$ cat src/pkg/cfa_defines.svh
// register offsets, field positions, reset values and timing constants of the execute block
`ifndef CFA_DEFINES_SVH
`define CFA_DEFINES_SVH
`define CFA_OFS_STATUS   2'h0
`define CFA_OFS_CTRL     2'h1
`define CFA_ST_C         0
`define CFA_ST_V         1
`define CFA_ST_Z         2
`define CFA_ST_HALT      3
`define CFA_ST_DIV_LO    4
`define CFA_ST_DIV_HI    6
`define CFA_CTRL_WAKE    0
`define CFA_RST_DIV      3'h0
`define CFA_RST_PTR      16'h0000
`define CFA_DIV_MAX      3'h4
`define CFA_DIRECT_PAGE  8'h00
`endif

$ cat src/pkg/cfa_pkg.sv
// types shared by the execute block and its decoder
package cfa_pkg;
  typedef enum logic [3:0] {
    OP_NOP, OP_SUBC, OP_MUL, OP_MSHL, OP_MSHR, OP_MSHRA, OP_CMP, OP_TSTB,
    OP_SETB, OP_CLRB, OP_INVB, OP_SFLAG, OP_RFLAG, OP_FREQ, OP_HALT, OP_JUMP
  } cfa_op_e;
  typedef enum logic [2:0] {
    AM_DIRECT, AM_IDX, AM_IDX_IMM, AM_IDX_R3, AM_POST_INC, AM_POST_OFS, AM_PRE_DEC, AM_PRE_OFS
  } cfa_mode_e;
  typedef enum logic [3:0] {
    CC_CS, CC_CC, CC_ZS, CC_ZC, CC_VS, CC_VC, CC_EV,
    CC_EQ, CC_NE, CC_GT, CC_GE, CC_LT, CC_LE
  } cfa_cc_e;
  typedef struct packed {
    cfa_op_e   op;
    logic [7:0] x;
    logic [7:0] y;
    logic [7:0] imm;
    logic [2:0] sel;
    cfa_mode_e mode;
    logic [1:0] ptr_sel;
    logic [1:0] mem_slot;
    cfa_cc_e   cc;
    logic [2:0] divn;
  } cfa_instr_s;
  typedef struct packed {
    logic       acc_we;
    logic [7:0] acc;
    logic       reg_we;
    logic [7:0] reg_v;
  } cfa_result_s;
endpackage : cfa_pkg
$ cat src/hdl/cfa_execute.sv
// execute stage: arithmetic, bit, flag, jump, halt and data-store addressing logic
//
// Summary of operation
// - subtract with borrow: x minus y minus inverted carry; carry clear on underflow
// - multiply forms 16-bit product; low byte to accumulator, high byte to register
// - shift left multiplies register by two to the 3-bit immediate power
// - shift right multiplies by two to eight minus shift; one is not one-bit shift
// - compare writes difference to accumulator only; overflow is carry and not zero
// - bit test copies selected bit into accumulator, other bits zero, updates zero
// - bit set forces selected bit to one, result also to accumulator
// - bit clear forces selected bit to zero, result also to accumulator
// - bit invert complements selected bit, result also to accumulator
// - flag save packs carry, carry xor overflow, stack full and empty into accumulator
// - flag restore shifts operand left into accumulator, carry from operand bit seven
// - frequency sets cpu clock divider to none, two, four, eight or sixteen
// - eight addressing modes; direct mode uses a zero upper byte and 8-bit field
// - indexed modes pick one of four pointers; plain indexed uses it unchanged
// - offset modes add immediate or register three to pointer, pointer unchanged
// - post-increment accesses pointer or pointer plus offset, then adds one or offset
// - pre-decrement accesses pointer minus one or offset and stores it back
// - memory access and pointer update belong to the same instruction
// - jumps test carry, zero, overflow, event lines and six compare relations
`timescale 1ns/100ps
`default_nettype none
`include "cfa_defines.svh"
module cfa_execute #(
  parameter int PTR_W = 16
) (
  input  wire logic                 clock,
  input  wire logic                 reset,
  input  wire logic                 instr_valid,
  input  wire cfa_pkg::cfa_instr_s  instr,
  input  wire logic [7:0]           offset_register_three,
  input  wire logic                 call_stack_full,
  input  wire logic                 call_stack_empty,
  input  wire logic                 event_line_zero,
  input  wire logic                 event_line_one,
  input  wire logic                 wake_up,
  input  wire logic [7:0]           data_store_rdata,
  output logic [PTR_W-1:0]          data_store_addr_q,
  output logic                      data_store_rd_q,
  output logic                      busy_q,
  output cfa_pkg::cfa_result_s      result_q,
  output logic                      result_valid_q,
  output logic                      jump_taken_q,
  output logic                      halted_q,
  output logic                      cpu_clk_en_q,
  output logic [4*PTR_W-1:0]        pointer_register_q,
  input  wire logic [1:0]           bus_addr,
  input  wire logic [7:0]           bus_wdata,
  input  wire logic                 bus_write,
  input  wire logic                 bus_read,
  output logic [7:0]                bus_rdata_q
);
  import cfa_pkg::*;

  typedef enum logic {ST_IDLE, ST_MEM} cfa_state_e;

  cfa_state_e  state_q;
  cfa_instr_s  held_q;
  cfa_instr_s  cur;
  logic        c_q, v_q, z_q;
  logic [2:0]  div_q;
  logic [4:0]  div_cnt_q;
  logic [1:0]  ev0_sync_q, ev1_sync_q, wake_sync_q;
  logic        issue, exec;
  logic [7:0]  ox, oy, ofs;
  logic [15:0] prod;
  logic [7:0]  acc_d, reg_d;
  logic        acc_we_d, reg_we_d, c_d, v_d, z_we;
  logic [8:0]  diff;
  logic [PTR_W-1:0] base, ea_d, ptr_d;
  logic        ptr_we, cond;
  logic [PTR_W-1:0] ptr_q [4];
  logic        wake_wr;

  // event and wake pins pass two flops; only the second stage is read
  always_ff @(posedge clock) begin
    if (reset) begin
      ev0_sync_q  <= 2'h0;
      ev1_sync_q  <= 2'h0;
      wake_sync_q <= 2'h0;
    end else begin
      ev0_sync_q  <= {ev0_sync_q[0], event_line_zero};
      ev1_sync_q  <= {ev1_sync_q[0], event_line_one};
      wake_sync_q <= {wake_sync_q[0], wake_up};
    end
  end

  // a memory instruction issues its access first, then executes with the fetched byte
  assign issue = (state_q == ST_IDLE) && instr_valid && !halted_q && (instr.mem_slot != 2'h0);
  assign exec  = (state_q == ST_MEM) ||
                 ((state_q == ST_IDLE) && instr_valid && !halted_q && (instr.mem_slot == 2'h0));
  assign cur   = (state_q == ST_MEM) ? held_q : instr;
  assign ox    = (state_q == ST_MEM && held_q.mem_slot == 2'h1) ? data_store_rdata : cur.x;
  assign oy    = (state_q == ST_MEM && held_q.mem_slot == 2'h2) ? data_store_rdata : cur.y;

  always_ff @(posedge clock) begin
    if (reset) begin
      state_q <= ST_IDLE;
      held_q  <= '0;
      busy_q  <= 1'b0;
    end else if (issue) begin
      state_q <= ST_MEM;
      held_q  <= instr;
      busy_q  <= 1'b1;
    end else begin
      state_q <= ST_IDLE;
      busy_q  <= 1'b0;
    end
  end

  // effective address and pointer side effect, both fixed at issue time
  always_comb begin
    base   = ptr_q[instr.ptr_sel];
    ofs    = (instr.mode == AM_IDX_R3) ? offset_register_three : instr.imm;
    ea_d   = base;
    ptr_d  = base;
    ptr_we = 1'b0;
    unique case (instr.mode)
      AM_DIRECT:   ea_d = PTR_W'({`CFA_DIRECT_PAGE, instr.imm});
      AM_IDX:      ea_d = base;
      AM_IDX_IMM,
      AM_IDX_R3:   ea_d = base + PTR_W'(ofs);
      AM_POST_INC: begin
        ptr_d  = base + PTR_W'(1);
        ptr_we = 1'b1;
      end
      AM_POST_OFS: begin
        ea_d   = base + PTR_W'(ofs);
        ptr_d  = base + PTR_W'(ofs);
        ptr_we = 1'b1;
      end
      AM_PRE_DEC: begin
        ea_d   = base - PTR_W'(1);
        ptr_d  = base - PTR_W'(1);
        ptr_we = 1'b1;
      end
      AM_PRE_OFS: begin
        ea_d   = base - PTR_W'(ofs);
        ptr_d  = base - PTR_W'(ofs);
        ptr_we = 1'b1;
      end
    endcase
  end

  // access and pointer update happen together for the issuing instruction
  always_ff @(posedge clock) begin
    if (reset) begin
      data_store_addr_q <= '0;
      data_store_rd_q   <= 1'b0;
      for (int i = 0; i < 4; i++) begin
        ptr_q[i] <= PTR_W'(`CFA_RST_PTR);
      end
    end else begin
      data_store_rd_q <= issue;
      if (issue) begin
        data_store_addr_q <= ea_d;
      end
      if (issue && ptr_we) begin
        ptr_q[instr.ptr_sel] <= ptr_d;
      end
    end
  end

  always_comb begin
    for (int i = 0; i < 4; i++) begin
      pointer_register_q[i*PTR_W +: PTR_W] = ptr_q[i];
    end
  end

  // the datapath proper; flags that an op leaves alone keep their value
  always_comb begin
    prod     = 16'h0000;
    diff     = 9'h000;
    acc_d    = 8'h00;
    reg_d    = oy;
    acc_we_d = 1'b0;
    reg_we_d = 1'b0;
    c_d      = c_q;
    v_d      = v_q;
    z_we     = 1'b0;
    unique case (cur.op)
      OP_SUBC: begin
        diff     = {1'b0, ox} - {1'b0, oy} - {8'h00, ~c_q};
        acc_d    = diff[7:0];
        reg_d    = diff[7:0];
        c_d      = ~diff[8];
        acc_we_d = 1'b1;
        reg_we_d = 1'b1;
        z_we     = 1'b1;
      end
      OP_MUL: begin
        prod     = {8'h00, ox} * {8'h00, oy};
        acc_d    = prod[7:0];
        reg_d    = prod[15:8];
        acc_we_d = 1'b1;
        reg_we_d = 1'b1;
      end
      OP_MSHL: begin
        prod     = {8'h00, oy} << cur.sel;
        acc_d    = prod[7:0];
        reg_d    = prod[15:8];
        acc_we_d = 1'b1;
        reg_we_d = 1'b1;
      end
      OP_MSHR,
      OP_MSHRA: begin
        // shift of one lands seven places left, not one right: hardware multiplies
        prod     = (cur.op == OP_MSHRA) ? ({{8{oy[7]}}, oy} << (4'h8 - {1'b0, cur.sel}))
                                        : ({8'h00, oy} << (4'h8 - {1'b0, cur.sel}));
        acc_d    = prod[7:0];
        reg_d    = prod[15:8];
        acc_we_d = 1'b1;
        reg_we_d = 1'b1;
      end
      OP_CMP: begin
        diff     = {1'b0, ox} - {1'b0, oy};
        acc_d    = diff[7:0];
        c_d      = ~diff[8];
        v_d      = ~diff[8] && (diff[7:0] != 8'h00);
        acc_we_d = 1'b1;
        z_we     = 1'b1;
      end
      OP_TSTB: begin
        acc_d    = oy & (8'h01 << cur.sel);
        acc_we_d = 1'b1;
        z_we     = 1'b1;
      end
      OP_SETB,
      OP_CLRB,
      OP_INVB: begin
        reg_d = oy;
        if (cur.op == OP_SETB) begin
          reg_d[cur.sel] = 1'b1;
        end else if (cur.op == OP_CLRB) begin
          reg_d[cur.sel] = 1'b0;
        end else begin
          reg_d[cur.sel] = ~oy[cur.sel];
        end
        acc_d    = reg_d;
        acc_we_d = 1'b1;
        reg_we_d = 1'b1;
        z_we     = 1'b1;
      end
      OP_SFLAG: begin
        acc_d    = {c_q, c_q ^ v_q, call_stack_full, call_stack_empty, 4'h0};
        acc_we_d = 1'b1;
      end
      OP_RFLAG: begin
        acc_d    = {oy[6:0], 1'b0};
        c_d      = oy[7];
        acc_we_d = 1'b1;
        z_we     = 1'b1;
      end
      default: begin
        acc_d = 8'h00;
      end
    endcase
  end

  // jump condition; compare relations use the flags that compare left
  always_comb begin
    unique case (cur.cc)
      CC_CS:   cond = c_q;
      CC_CC:   cond = ~c_q;
      CC_ZS:   cond = z_q;
      CC_ZC:   cond = ~z_q;
      CC_VS:   cond = v_q;
      CC_VC:   cond = ~v_q;
      CC_EV:   cond = ev0_sync_q[1] | ev1_sync_q[1];
      CC_EQ:   cond = z_q;
      CC_NE:   cond = ~z_q;
      CC_GT:   cond = c_q & ~z_q;
      CC_GE:   cond = c_q;
      CC_LT:   cond = ~c_q;
      CC_LE:   cond = ~c_q | z_q;
      default: cond = 1'b0;
    endcase
  end

  // results and flags are registered so every output comes from a flop
  always_ff @(posedge clock) begin
    if (reset) begin
      result_q       <= '0;
      result_valid_q <= 1'b0;
      jump_taken_q   <= 1'b0;
      c_q            <= 1'b0;
      v_q            <= 1'b0;
      z_q            <= 1'b0;
    end else begin
      result_valid_q <= exec;
      jump_taken_q   <= exec && (cur.op == OP_JUMP) && cond;
      result_q       <= '{acc_we: exec & acc_we_d, acc: acc_d,
                          reg_we: exec & reg_we_d, reg_v: reg_d};
      if (exec) begin
        c_q <= c_d;
        v_q <= v_d;
        if (z_we) begin
          z_q <= (acc_d == 8'h00);
        end
      end
    end
  end

  // halt holds until the wake pin or a software wake; wake wins over a new halt
  assign wake_wr = bus_write && (bus_addr == `CFA_OFS_CTRL) && bus_wdata[`CFA_CTRL_WAKE];
  always_ff @(posedge clock) begin
    if (reset) begin
      halted_q <= 1'b0;
    end else if (wake_sync_q[1] || wake_wr) begin
      halted_q <= 1'b0;
    end else if (exec && cur.op == OP_HALT) begin
      halted_q <= 1'b1;
    end
  end

  // divider select; codes above the largest division are clamped
  always_ff @(posedge clock) begin
    if (reset) begin
      div_q <= `CFA_RST_DIV;
    end else if (exec && cur.op == OP_FREQ) begin
      div_q <= (cur.divn > `CFA_DIV_MAX) ? `CFA_DIV_MAX : cur.divn;
    end
  end

  // cpu enable pulse once every 2**div cycles
  always_ff @(posedge clock) begin
    if (reset) begin
      div_cnt_q    <= 5'h00;
      cpu_clk_en_q <= 1'b0;
    end else begin
      div_cnt_q    <= div_cnt_q + 5'h01;
      cpu_clk_en_q <= ((div_cnt_q & ((5'h01 << div_q) - 5'h01)) == 5'h00);
    end
  end

  // register port: status readable, control write-only, others read zero
  always_ff @(posedge clock) begin
    if (reset) begin
      bus_rdata_q <= 8'h00;
    end else if (bus_read && bus_addr == `CFA_OFS_STATUS) begin
      bus_rdata_q <= {1'b0, div_q, halted_q, z_q, v_q, c_q};
    end else begin
      bus_rdata_q <= 8'h00;
    end
  end
endmodule : cfa_execute
`default_nettype wire

$ cat config.mk
export PLATFORM = sky130hd
export DESIGN_NAME = cfa_execute
export DESIGN_NICKNAME = d
export VERILOG_FILES = /design/src/pkg/cfa_pkg.sv /design/src/hdl/cfa_execute.sv
export VERILOG_INCLUDE_DIRS = /design/src /design/src/pkg
export SDC_FILE = /design/constraint.sdc
export NUM_CORES = 1
export LEC_CHECK = 0
export BUFFER_PORTS_ARGS = -buffer_cell sky130_fd_sc_hd__buf_2
export CORE_MARGIN = 4
export CORE_UTILIZATION = 61
export CTS_BUF_LIST = sky130_fd_sc_hd__clkbuf_8
export DETAILED_ROUTE_END_ITERATION = 16
export PLACE_DENSITY = 0.84
export SYNTH_ARGS = -nofsm -noshare
export SYNTH_HDL_FRONTEND = slang
export SYNTH_SLANG_ARGS = --single-unit
$ cat constraint.sdc
create_clock -name clock -period 6.7 [get_ports clock]
set_input_delay 0.67 -clock clock [delete_from_list [all_inputs] [get_ports clock]]
set_output_delay 0.67 -clock clock [all_outputs]
set_load 0.01 [all_outputs]
## Word level (Yosys, flattened, before mapping)

Memories as Yosys holds them, arrays and structs flattened.
Index checks and enable logic that the tools add are counted.

| storage, ports and cells | value |
|---|---|
| memories | 1 |
| bits in registers | 110 |
| RAM bits | 64 |

Memory list:

| name | words | width | rd ports | clocked after memory_dff | wr ports | RTL line | RTL |
|---|---|---|---|---|---|---|---|
| ptr_q | 4 | 16 | 5 | 0 | 4 | cfa_execute.sv:74 | `logic [PTR_W-1:0] ptr_q [4];` |

| cells by class | value |
|---|---|
| reductions and logical operators | 45 |
| add/sub/neg operators | 9 |
| shift-type cells | 5 |
| magnitude comparators | 3 |
| mux-type cells | 32 |
| multiply operators | 1 |
| bitwise operators | 19 |
| equal/unequal tests | 36 |

Operator list:

| kind | count |
|---|---|
| one-hot mux 16 bit (4 select lines) | 2 |
| one-hot mux 8 bit (9 select lines) | 1 |
| equality test 4 bit (second input constant) | 13 |
| two-way mux 45 bit | 1 |
| two-way mux 8 bit | 5 |
| one-hot mux 8 bit (5 select lines) | 1 |
| equality test 4 x 3 -> 1 bit (second input constant) | 8 |
| two-way mux 16 bit | 2 |
| adder 16 x 1 -> 16 bit (second input constant) | 1 |
| adder 16 x 8 -> 16 bit | 1 |
| AND 8 bit | 2 |
| equality test 4 x 2 -> 1 bit (second input constant) | 4 |
| logical AND 1 bit | 16 |
| multiplier 8 x 8 -> 16 bit | 1 |
| OR reduction 16 bit | 1 |
| left shift 16 x 4 -> 16 bit | 1 |
| left shift 8 x 3 -> 16 bit | 1 |
| left shift 8 x 4 -> 16 bit | 1 |
| subtractor 16 x 1 -> 16 bit (second input constant) | 1 |
| subtractor 16 x 8 -> 16 bit | 1 |
| OR reduction 2 bit | 7 |
| two-way mux 1 bit | 13 |
| equality test 3 bit (second input constant) | 4 |
| OR reduction 12 bit | 1 |
| 43 further kinds | 61 |

## Longest topological paths before layout

Gate-level depths: netlist (run 1).

| depth | value |
|---|---|
| depth after elaboration | 11 |
| depth in mapped cells | 26 |

## Worst setup path before layout (run 1)

Ideal clock, no wire load.

| timing path | value |
|---|---|
| path kind | reg-to-reg |
| start point | register state_q |
| end point | register result_q[5] (netlist name) |
| library setup time | 0.086 ns |
| clock period less this slack | 5.936 ns |
| stages on the path, launching flop included | 25 |
| arrival time | 5.851 ns |
| required time | 6.614 ns |
| slack | 0.764 ns |
| path through | dfxtp_1 buf_4 buf_2 buf_2 buf_1 clkbuf_1 nand2_1 o21ai_1 inv_1 nand2_1 fa_1 fa_1 inv_1 fa_1 inv_1 fa_1 inv_1 ha_1 inv_1 o21ai_0 a21oi_1 o21ai_0 a41o_1 o311a_1 a211oi_1 |

| on the way | value |
|---|---|
| longest elaborated chain between the ends | 10 |
| elaborated cells on any way between the ends | 38 |
| those cells by class | add/sub (3); mul (1); order compare (2); eq/ne (8); shift (3); mux (12); bitwise (4); reduce/logical (5) |

Ends and longest elaborated chain:

| element | RTL line | RTL |
|---|---|---|
| start, declared | cfa_execute.sv:59 | `cfa_state_e state_q;` |
| start signal, assigned | cfa_execute.sv:100 | `state_q <= ST_IDLE;` |
| start signal, assigned | cfa_execute.sv:104 | `state_q <= ST_MEM;` |
| start signal, assigned | cfa_execute.sv:108 | `state_q <= ST_IDLE;` |
| parallel branches: the longest is 9 deep, another holds multiplier 8 x 8 -> 16 bit | -- |  |
| one-hot mux 8 bit (5 select lines) (*) | cfa_execute.sv:183 | `unique case (cur.op)` |
| end signal, assigned | cfa_execute.sv:294 | `result_q <= '{acc_we: exec & acc_we_d, acc: acc_d,` |
| end, declared | cfa_execute.sv:43 | `output cfa_pkg::cfa_result_s result_q,` |

Every way passes the cells marked *. The select of a mux whose other input is x is not followed.
A chain may end at the register's enable or synchronous reset.

## Worst setup path in the final report (run 1)

| timing path | value |
|---|---|
| start point | register held_q[7] (netlist name) |
| end point | register result_q[5] (netlist name) |

| on the way | value |
|---|---|
| longest elaborated chain between the ends | 10 |
| elaborated cells on any way between the ends | 22 |
| those cells by class | add/sub (2); mul (1); eq/ne (2); shift (3); mux (9); bitwise (3); reduce/logical (2) |

Ends and longest elaborated chain:

| element | RTL line | RTL |
|---|---|---|
| start, declared | cfa_execute.sv:60 | `cfa_instr_s held_q;` |
| start signal, assigned | cfa_execute.sv:105 | `held_q <= instr;` |
| parallel branches: the longest is 9 deep, another holds multiplier 8 x 8 -> 16 bit | -- |  |
| one-hot mux 8 bit (5 select lines) (*) | cfa_execute.sv:183 |  |

Marks and branches as above.

==> results of run 1 <==
[synthesized netlist by cell type, drive strengths merged (6+ instances only)]
cell type	instances	area, sq um
or3	8	60.1
inv	109	409
fa	39	781
o22ai	17	113
xor2	21	184
nand3	39	195
a31oi	24	150
nor2	217	815
o21bai	9	67.6
nor3b	18	145
nor3	28	140
mux2	15	169
nand2b	10	62.6
o31ai	11	82.6
nor4bb	6	60.1
o211ai	14	105
and2	14	87.6
nand3b	9	67.6
and3	13	81.3
o311ai	7	76.3
a21oi	103	519
o32ai	6	60.1
a221oi	15	138
a311oi	13	198
o221ai	11	96.3
mux2i	41	427
mux4	18	417
clkbuf	53	199
xnor2	28	245
a21o	11	82.6
or2	7	43.8
and3b	7	61.3
nand4	8	50.1
edfxtp	64	1920
dfxtp	95	1900
a211oi	32	245
nor4	9	62.6
buf	35	196
ha	79	988
nor2b	22	138
nand2	152	571
o21ai	77	385
[final cells by class]
type | instances | share of cell area
well taps | 280 | 0.0232
flip-flops and latches | 159 | 0.253
multi-input cells | 1240 | 0.592
inverters | 114 | 0.0283
clock buffers | 17 | 0.0155
repair buffers | 220 | 0.0788
clock inverters | 15 | 0.00944
[power groups by stage]
stage,clock (mW),sequential [mW],combinational [mW]
6_report,0.721,1.10,1.77
5_1_grt,0.765,1.11,1.95
4_1_cts,0.731,1.10,1.74
3_5_place_dp,0,1.12,1.72
3_3_place_gp,0,1.12,1.68
2_1_floorplan,0,1.13,1.22
[flip-flops by register name (all words and copies together), names as in the netlist, 2 cells and up]
register / cells
wake_sync_q: 2
ev1_sync_q: 2
bus_rdata_q: 7
held_q: 32
ptr_q: 64
div_q: 3
data_store_addr_q: 16
div_cnt_q: 5
ev0_sync_q: 2
result_q: 18
[worst register-to-register path: stages (launching register included)]
cell and delay, ps:
dfxtp_1 540, nor2b_1 370, buf_4 250, mux2i_1 190
nand2_1 60, o21ai_1 100, buf_4 190, inv_1 90
ha_1 220, fa_1 490, ha_1 290, inv_1 50
fa_1 510, fa_1 540, inv_1 40, ha_1 310
a21oi_1 260, o21ai_0 160, a21oi_1 240, o21ai_0 250
a41o_1 340, o311a_1 340, a211oi_1 200
[layer usage]
layer / wire (um) / vias up / track usage
li1: - / 6104 / -
met1: 17200 / 6379 / 0.485
met2: 21300 / 928 / 0.596
met3: 5440 / 143 / 0.0806
met4: 1610 / 0 / 0.138
met5: 0 / - / 0
[cells in the final DEF (no fill, tap or decap), types with 17 or more instances in the layout]
cell type	n
a211oi_1	31
a21oi_1	102
a31oi_1	24
buf_2	184
buf_4	36
clkbuf_8	17
dfxtp_1	94
edfxtp_1	64
fa_1	39
ha_1	79
inv_1	106
mux2i_1	39
nand2_1	152
nand3_1	39
nor2_1	217
nor2b_1	21
nor3_1	28
o21ai_0	68
xnor2_1	28
xor2_1	21
[through the flow]
stage,instance area (sq um),hold WS (ps),util
detailed placement,14700,435,0.675
global route,15100,421,0.692
global placement,14700,423,0.675
CTS,15100,403,0.692
finish,15100,429,0.692
floorplan,13600,414,-
[worst max path at each step]
stage	start	to	cells past startpoint
finish	held_q[7]	result_q[5]	22
CTS	held_q[7]	result_q[5]	22
global placement	data_store_rdata[6]	result_q[5]	18
global route	held_q[8]	result_q[5]	17
floorplan	state_q	result_q[5]	24
detailed placement	data_store_rdata[6]	result_q[5]	18
[kinds of logic (layout without fill, tap and decap cells)]
kind of cell | Yosys count | in the layout | share of synthesized area
adders and majority gates | 118 | 118 | 0.130
and+or+nand+nor | 580 | 580 | 0.204
DFF | 159 | 159 | 0.282
xor gates and xnor gates | 49 | 49 | 0.0316
muxes | 74 | 74 | 0.0746
AOI/OAI and AO/OA | 418 | 418 | 0.217
buffers and inverters | 202 | 366 | 0.0607
other | 1 | 1 | 0.000276
==> impl_metrics.json, run 1 <==
{
  "worst_slew_margin_rel": 0.283,
  "insertion_delay_ps": 480,
  "cap_violations": 0,
  "drt-initial-drc-count": 1562,
  "worstMarginPinSlew_ps": 1070,
  "synth_ff_type": "dfxtp_1",
  "setup_slack_ps": 588,
  "grt_pass1_vias": 13062,
  "r2r_slack_ps": 590,
  "start_kind": "register",
  "hold_path_class": "input pin to register",
  "start_util": 0.622,
  "cp_cell_sequence": "nor2b_1 -> buf_4 -> mux2i_1 -> nand2_1 -> o21ai_1 -> buf_4 -> inv_1 -> ha_1 -> fa_1 -> ha_1 -> inv_1 -> fa_1 -> fa_1 -> inv_1 -> ha_1 -> a21oi_1 -> o21ai_0 -> a21oi_1 -> o21ai_0 -> a41o_1 -> o311a_1 -> a211oi_1",
  "p_leak_nw": 6.49,
  "period_needed_ps": 6110,
  "place_congestion": 1.01,
  "ys_async_sr_fraction": 0,
  "cts_tree": "yes",
  "cp-end-kind": "register",
  "post-route-period-util": 0.912,
  "crit_fanout": 11,
  "ys_types": 98,
  "first_pass_iters": 6,
  "synth_edf_count": 64,
  "globalRouteOverflowTotal": 0,
  "required_ps": 7100,
  "power_mw": 3.59,
  "diodes": 0,
  "ios": 193,
  "comb_power_share": 0.493,
  "min_to": "wake_sync_q[0]",
  "p_sw_mw": 1.58,
  "pwr-share-seq": 0.306,
  "grt_usage": 0.368,
  "antenna_found_initial": 1,
  "reg2reg_from": "held_q[7]",
  "worst_path_max_delay_cell": "dfxtp_1",
  "area_delta_synth_final_pct": 11.4,
  "antenna_left": 0,
  "post_cts_resized": 0,
  "core-area_sq_mm": 0.0218,
  "setup_viol": 0,
  "cts_buffers": 17,
  "vias": 13554,
  "hold_depth": 2,
  "rr_endpoint": "result_q[5]",
  "hpwl_um": 34300,
  "netSwitchingFraction": 0.439,
  "clk_pin_slew_ps": 110,
  "die_w_um": 157,
  "clock_sinks": 159,
  "wl_um": 45600,
  "num_rows": 54,
  "ctsHtreeMaxLevel": 4,
  "syn_avg_cell_area_sq_um": 8.47,
  "crit_family": "adder cells",
  "maxSlewViolCount": 0,
  "crit_buf_inv": 5,
  "multi_input_area_sq_mm": 0.00894,
  "fin_cells": 2045,
  "ctsHoldBuffers": 0,
  "fillCellCount": 1767,
  "cp_data_arrival_time_ps": 6510,
  "cts_buffer_depth": 2,
  "p_per_area_mw_per_mm2": 238,
  "crit_path_max_incr_delay_ps": 540,
  "finalHoldViolations": 0,
  "clkPwrFrac": 0.201,
  "synth_nets": 1800,
  "ys_ff_latch": 159,
  "grt_max_degree": 70,
  "layout-drive-gt1-share": 0.185,
  "nets": 1951,
  "portBuffers": 184,
  "synthCells": 1601,
  "via_per_inst": 6.63,
  "cts_setup_buffers": 0,
  "seq_area_sq_mm": 0.00382,
  "clock.fmax_mhz": 164,
  "irDropWorstVdd_v": 0.000193,
  "dp.cells": 2013,
  "skew_ps": 26.0,
  "die_area_sq_mm": 0.0247,
  "worstHoldStart": "wake_up",
  "rsz0062_at_grt": "no",
  "yosysWarningCount": 0,
  "worstSetupPathType": "register to register",
  "die_h_um": 157,
  "seq_area_frac_synth": 0.282,
  "power.internal_mw": 2.02,
  "clock-root-buffer": "clkbuf_8",
  "grt_pass1_wl_um": 71600,
  "syn_area_sq_mm": 0.0136,
  "outcome": "complete, no violations",
  "post-place-ws_ps": 497,
  "wl_per_cell_um": 22.3,
  "drc_errors": 0,
  "worstRegToRegCells": 22,
  "setup_tns_ps": 0
}
Power figures use the tool's default switching activity.
==> run 2, diff against run 1 <==
- CORE_UTILIZATION: 61 -> 40
- PLACE_DENSITY: 0.84 -> default
==> run 2 against run 1 <==
Cell count is 8.3% higher; hold slack worse by 41 ps; cell area is 1.6% higher; worst setup slack worse by 70 ps; flip-flop and latch count stayed put; fmax is 1.1% lower; sequential share of layout area is 0.39 points lower; first-iteration DRC count is 15% lower; clock skew is 1.5 ps lower; clock power is 6.5% higher; global-route usage is 11 points lower; non-clock buffer count is 1 higher; critical endpoint unchanged; highest routed layer is now met5.
==> impl_metrics.json, run 2 (synthesized netlist as in run 1, its figures left out) <==
{
  "outcome": "complete, no violations",
  "hpwl_um": 36000,
  "num_rows": 67,
  "start_util": 0.405,
  "clock-root-buffer": "clkbuf_8",
  "cap_violations": 0,
  "start_kind": "register",
  "cts_buffers": 17,
  "ctsHoldBuffers": 0,
  "skew_ps": 24.5,
  "final_cell_mix": "217 x nor2_1, 184 x buf_2, 152 x nand2_1",
  "setup_viol": 0,
  "cp_data_arrival_time_ps": 6580,
  "irDropWorstVdd_v": 0.000162,
  "layout_commonest_cell": "nor2_1",
  "post-route-period-util": 0.923,
  "via_per_inst": 5.96,
  "drc_errors": 0,
  "setup_slack_ps": 518,
  "diodes": 0,
  "crit_path_max_incr_delay_ps": 860,
  "antenna_found_initial": 1,
  "required_ps": 7100,
  "rsz0062_at_grt": "no",
  "post-place-ws_ps": 544,
  "fin_area_sq_mm": 0.0154,
  "p_per_area_mw_per_mm2": 237,
  "cts_tree": "yes",
  "insertion_delay_ps": 510,
  "area_delta_synth_final_pct": 13.2,
  "largest_register_ffs": 64,
  "first_pass_iters": 6,
  "cp-end-kind": "register",
  "fin_cells": 2214,
  "post_cts_resized": 0,
  "period_needed_ps": 6180,
  "crit_family": "compound AO/OA/AOI/OAI gates",
  "cts_setup_buffers": 0,
  "clock_sinks": 159,
  "die_area_sq_mm": 0.0369,
  "cts_buffer_depth": 2,
  "drt-initial-drc-count": 1330,
  "placed_area_sq_mm": 0.0150,
  "regMostFlops": "ptr_q",
  "worst_path_max_delay_cell": "a311oi_2",
  "clk_pin_slew_ps": 100,
  "crit_top_cell": "ha_1",
  "postLayoutCoreUtil": 0.458,
  "p_leak_nw": 6.51,
  "grt_usage": 0.258,
  "wl_per_cell_um": 21.6,
  "power_mw": 3.64,
  "wl_um": 47800,
  "setup_tns_ps": 0,
  "cp_cell_sequence": "nand2b_1 -> a311oi_2 -> inv_2 -> nor2_1 -> ha_1 -> ha_1 -> inv_1 -> fa_1 -> inv_1 -> ha_1 -> fa_1 -> a21o_1 -> a21oi_1 -> o21ai_0 -> a21oi_1 -> o21ai_0 -> a41o_1 -> o311a_1 -> a211oi_1",
  "top_regs": "ptr_q: 64 flops, held_q: 32 flops, result_q: 18 flops",
  "nets": 1952,
  "grt_pass1_vias": 12933,
  "finalHoldViolations": 0,
  "crit_buf_inv": 3,
  "clock.fmax_mhz": 162,
  "vias": 13189,
  "core-area_sq_mm": 0.0335,
  "globalRouteOverflowTotal": 0,
  "worstMarginPinSlew_ps": 1090,
  "holdWs_ps": 388,
  "ios": 193,
  "crit_fanout": 16,
  "portBuffers": 184,
  "antenna_left": 0,
  "grt_pass1_wl_um": 74500,
  "ctsHtreeMaxLevel": 4,
  "die_h_um": 192,
  "place_congestion": 0.950,
  "hold_path_class": "input pin to register",
  "worst_slew_margin_rel": 0.260,
  "maxSlewViolCount": 0,
  "layout-drive-gt1-share": 0.185,
  "worstSetupPathType": "register to register",
  "grt_max_degree": 69,
  "die_w_um": 192,
  "dp.cells": 2182
}
-- run 2: cell count changes in the layout (fill, tap and decap cells not counted) --
cell,change
dfxtp_4,+1
inv_8,-2
inv_1,+1
buf_4,+1
inv_4,-1
bufinv_16,+2
dfxtp_2,-1
clkinv_8,-1
clkinvlp_4,-1
clkinv_4,+2
-- run 2: power by group --
| group | internal [mW] | switching (mW) | total (mW) |
|---|---|---|---|
| Clock | 0.342 | 0.426 | 0.768 |
| Sequential | 1.06 | 0.0357 | 1.10 |
| Combinational | 0.670 | 1.11 | 1.78 |
| Total | 2.08 | 1.57 | 3.64 |
-- run 2: area by class of cell --
class | count | area [sq um]
clock inverter | 15 | 171
inverter | 114 | 428
timing repair buffer | 221 | 1200
sequential | 159 | 3830
clock buffer | 17 | 234
multi-input combinational | 1240 | 8940
tap | 448 | 561
fill | 3360 | 18200
-- run 2: final timing paths --
kind         slack, ps  cells after the start           start              to
max                520                     19       held_q[8]     result_q[5]
min                390                      2         wake_up  wake_sync_q[0]
max reg2reg        520                     19       held_q[8]     result_q[5]
min reg2reg        460                      1  wake_sync_q[0]  wake_sync_q[1]
-- run 2: routing by layer --
layer / track usage / share of wire / up-vias
met3: 0.0582 / 0.094 / 90
met2: 0.416 / 0.46 / 659
met5: 0 / 0.00027 / -
met4: 0.0787 / 0.027 / 2
met1: 0.345 / 0.42 / 6320
li1: - / - / 6118
-- run 2: worst register-to-register path, delay by kind of cell, from the launching register on --
kind,cells,cell delay [ps]
AO/OA/AOI/OAI,9,2760
adder cells (fa/ha/maj),5,1700
buffers and inverters,3,470
flip-flops,1,520
AND/OR/NAND/NOR,2,620
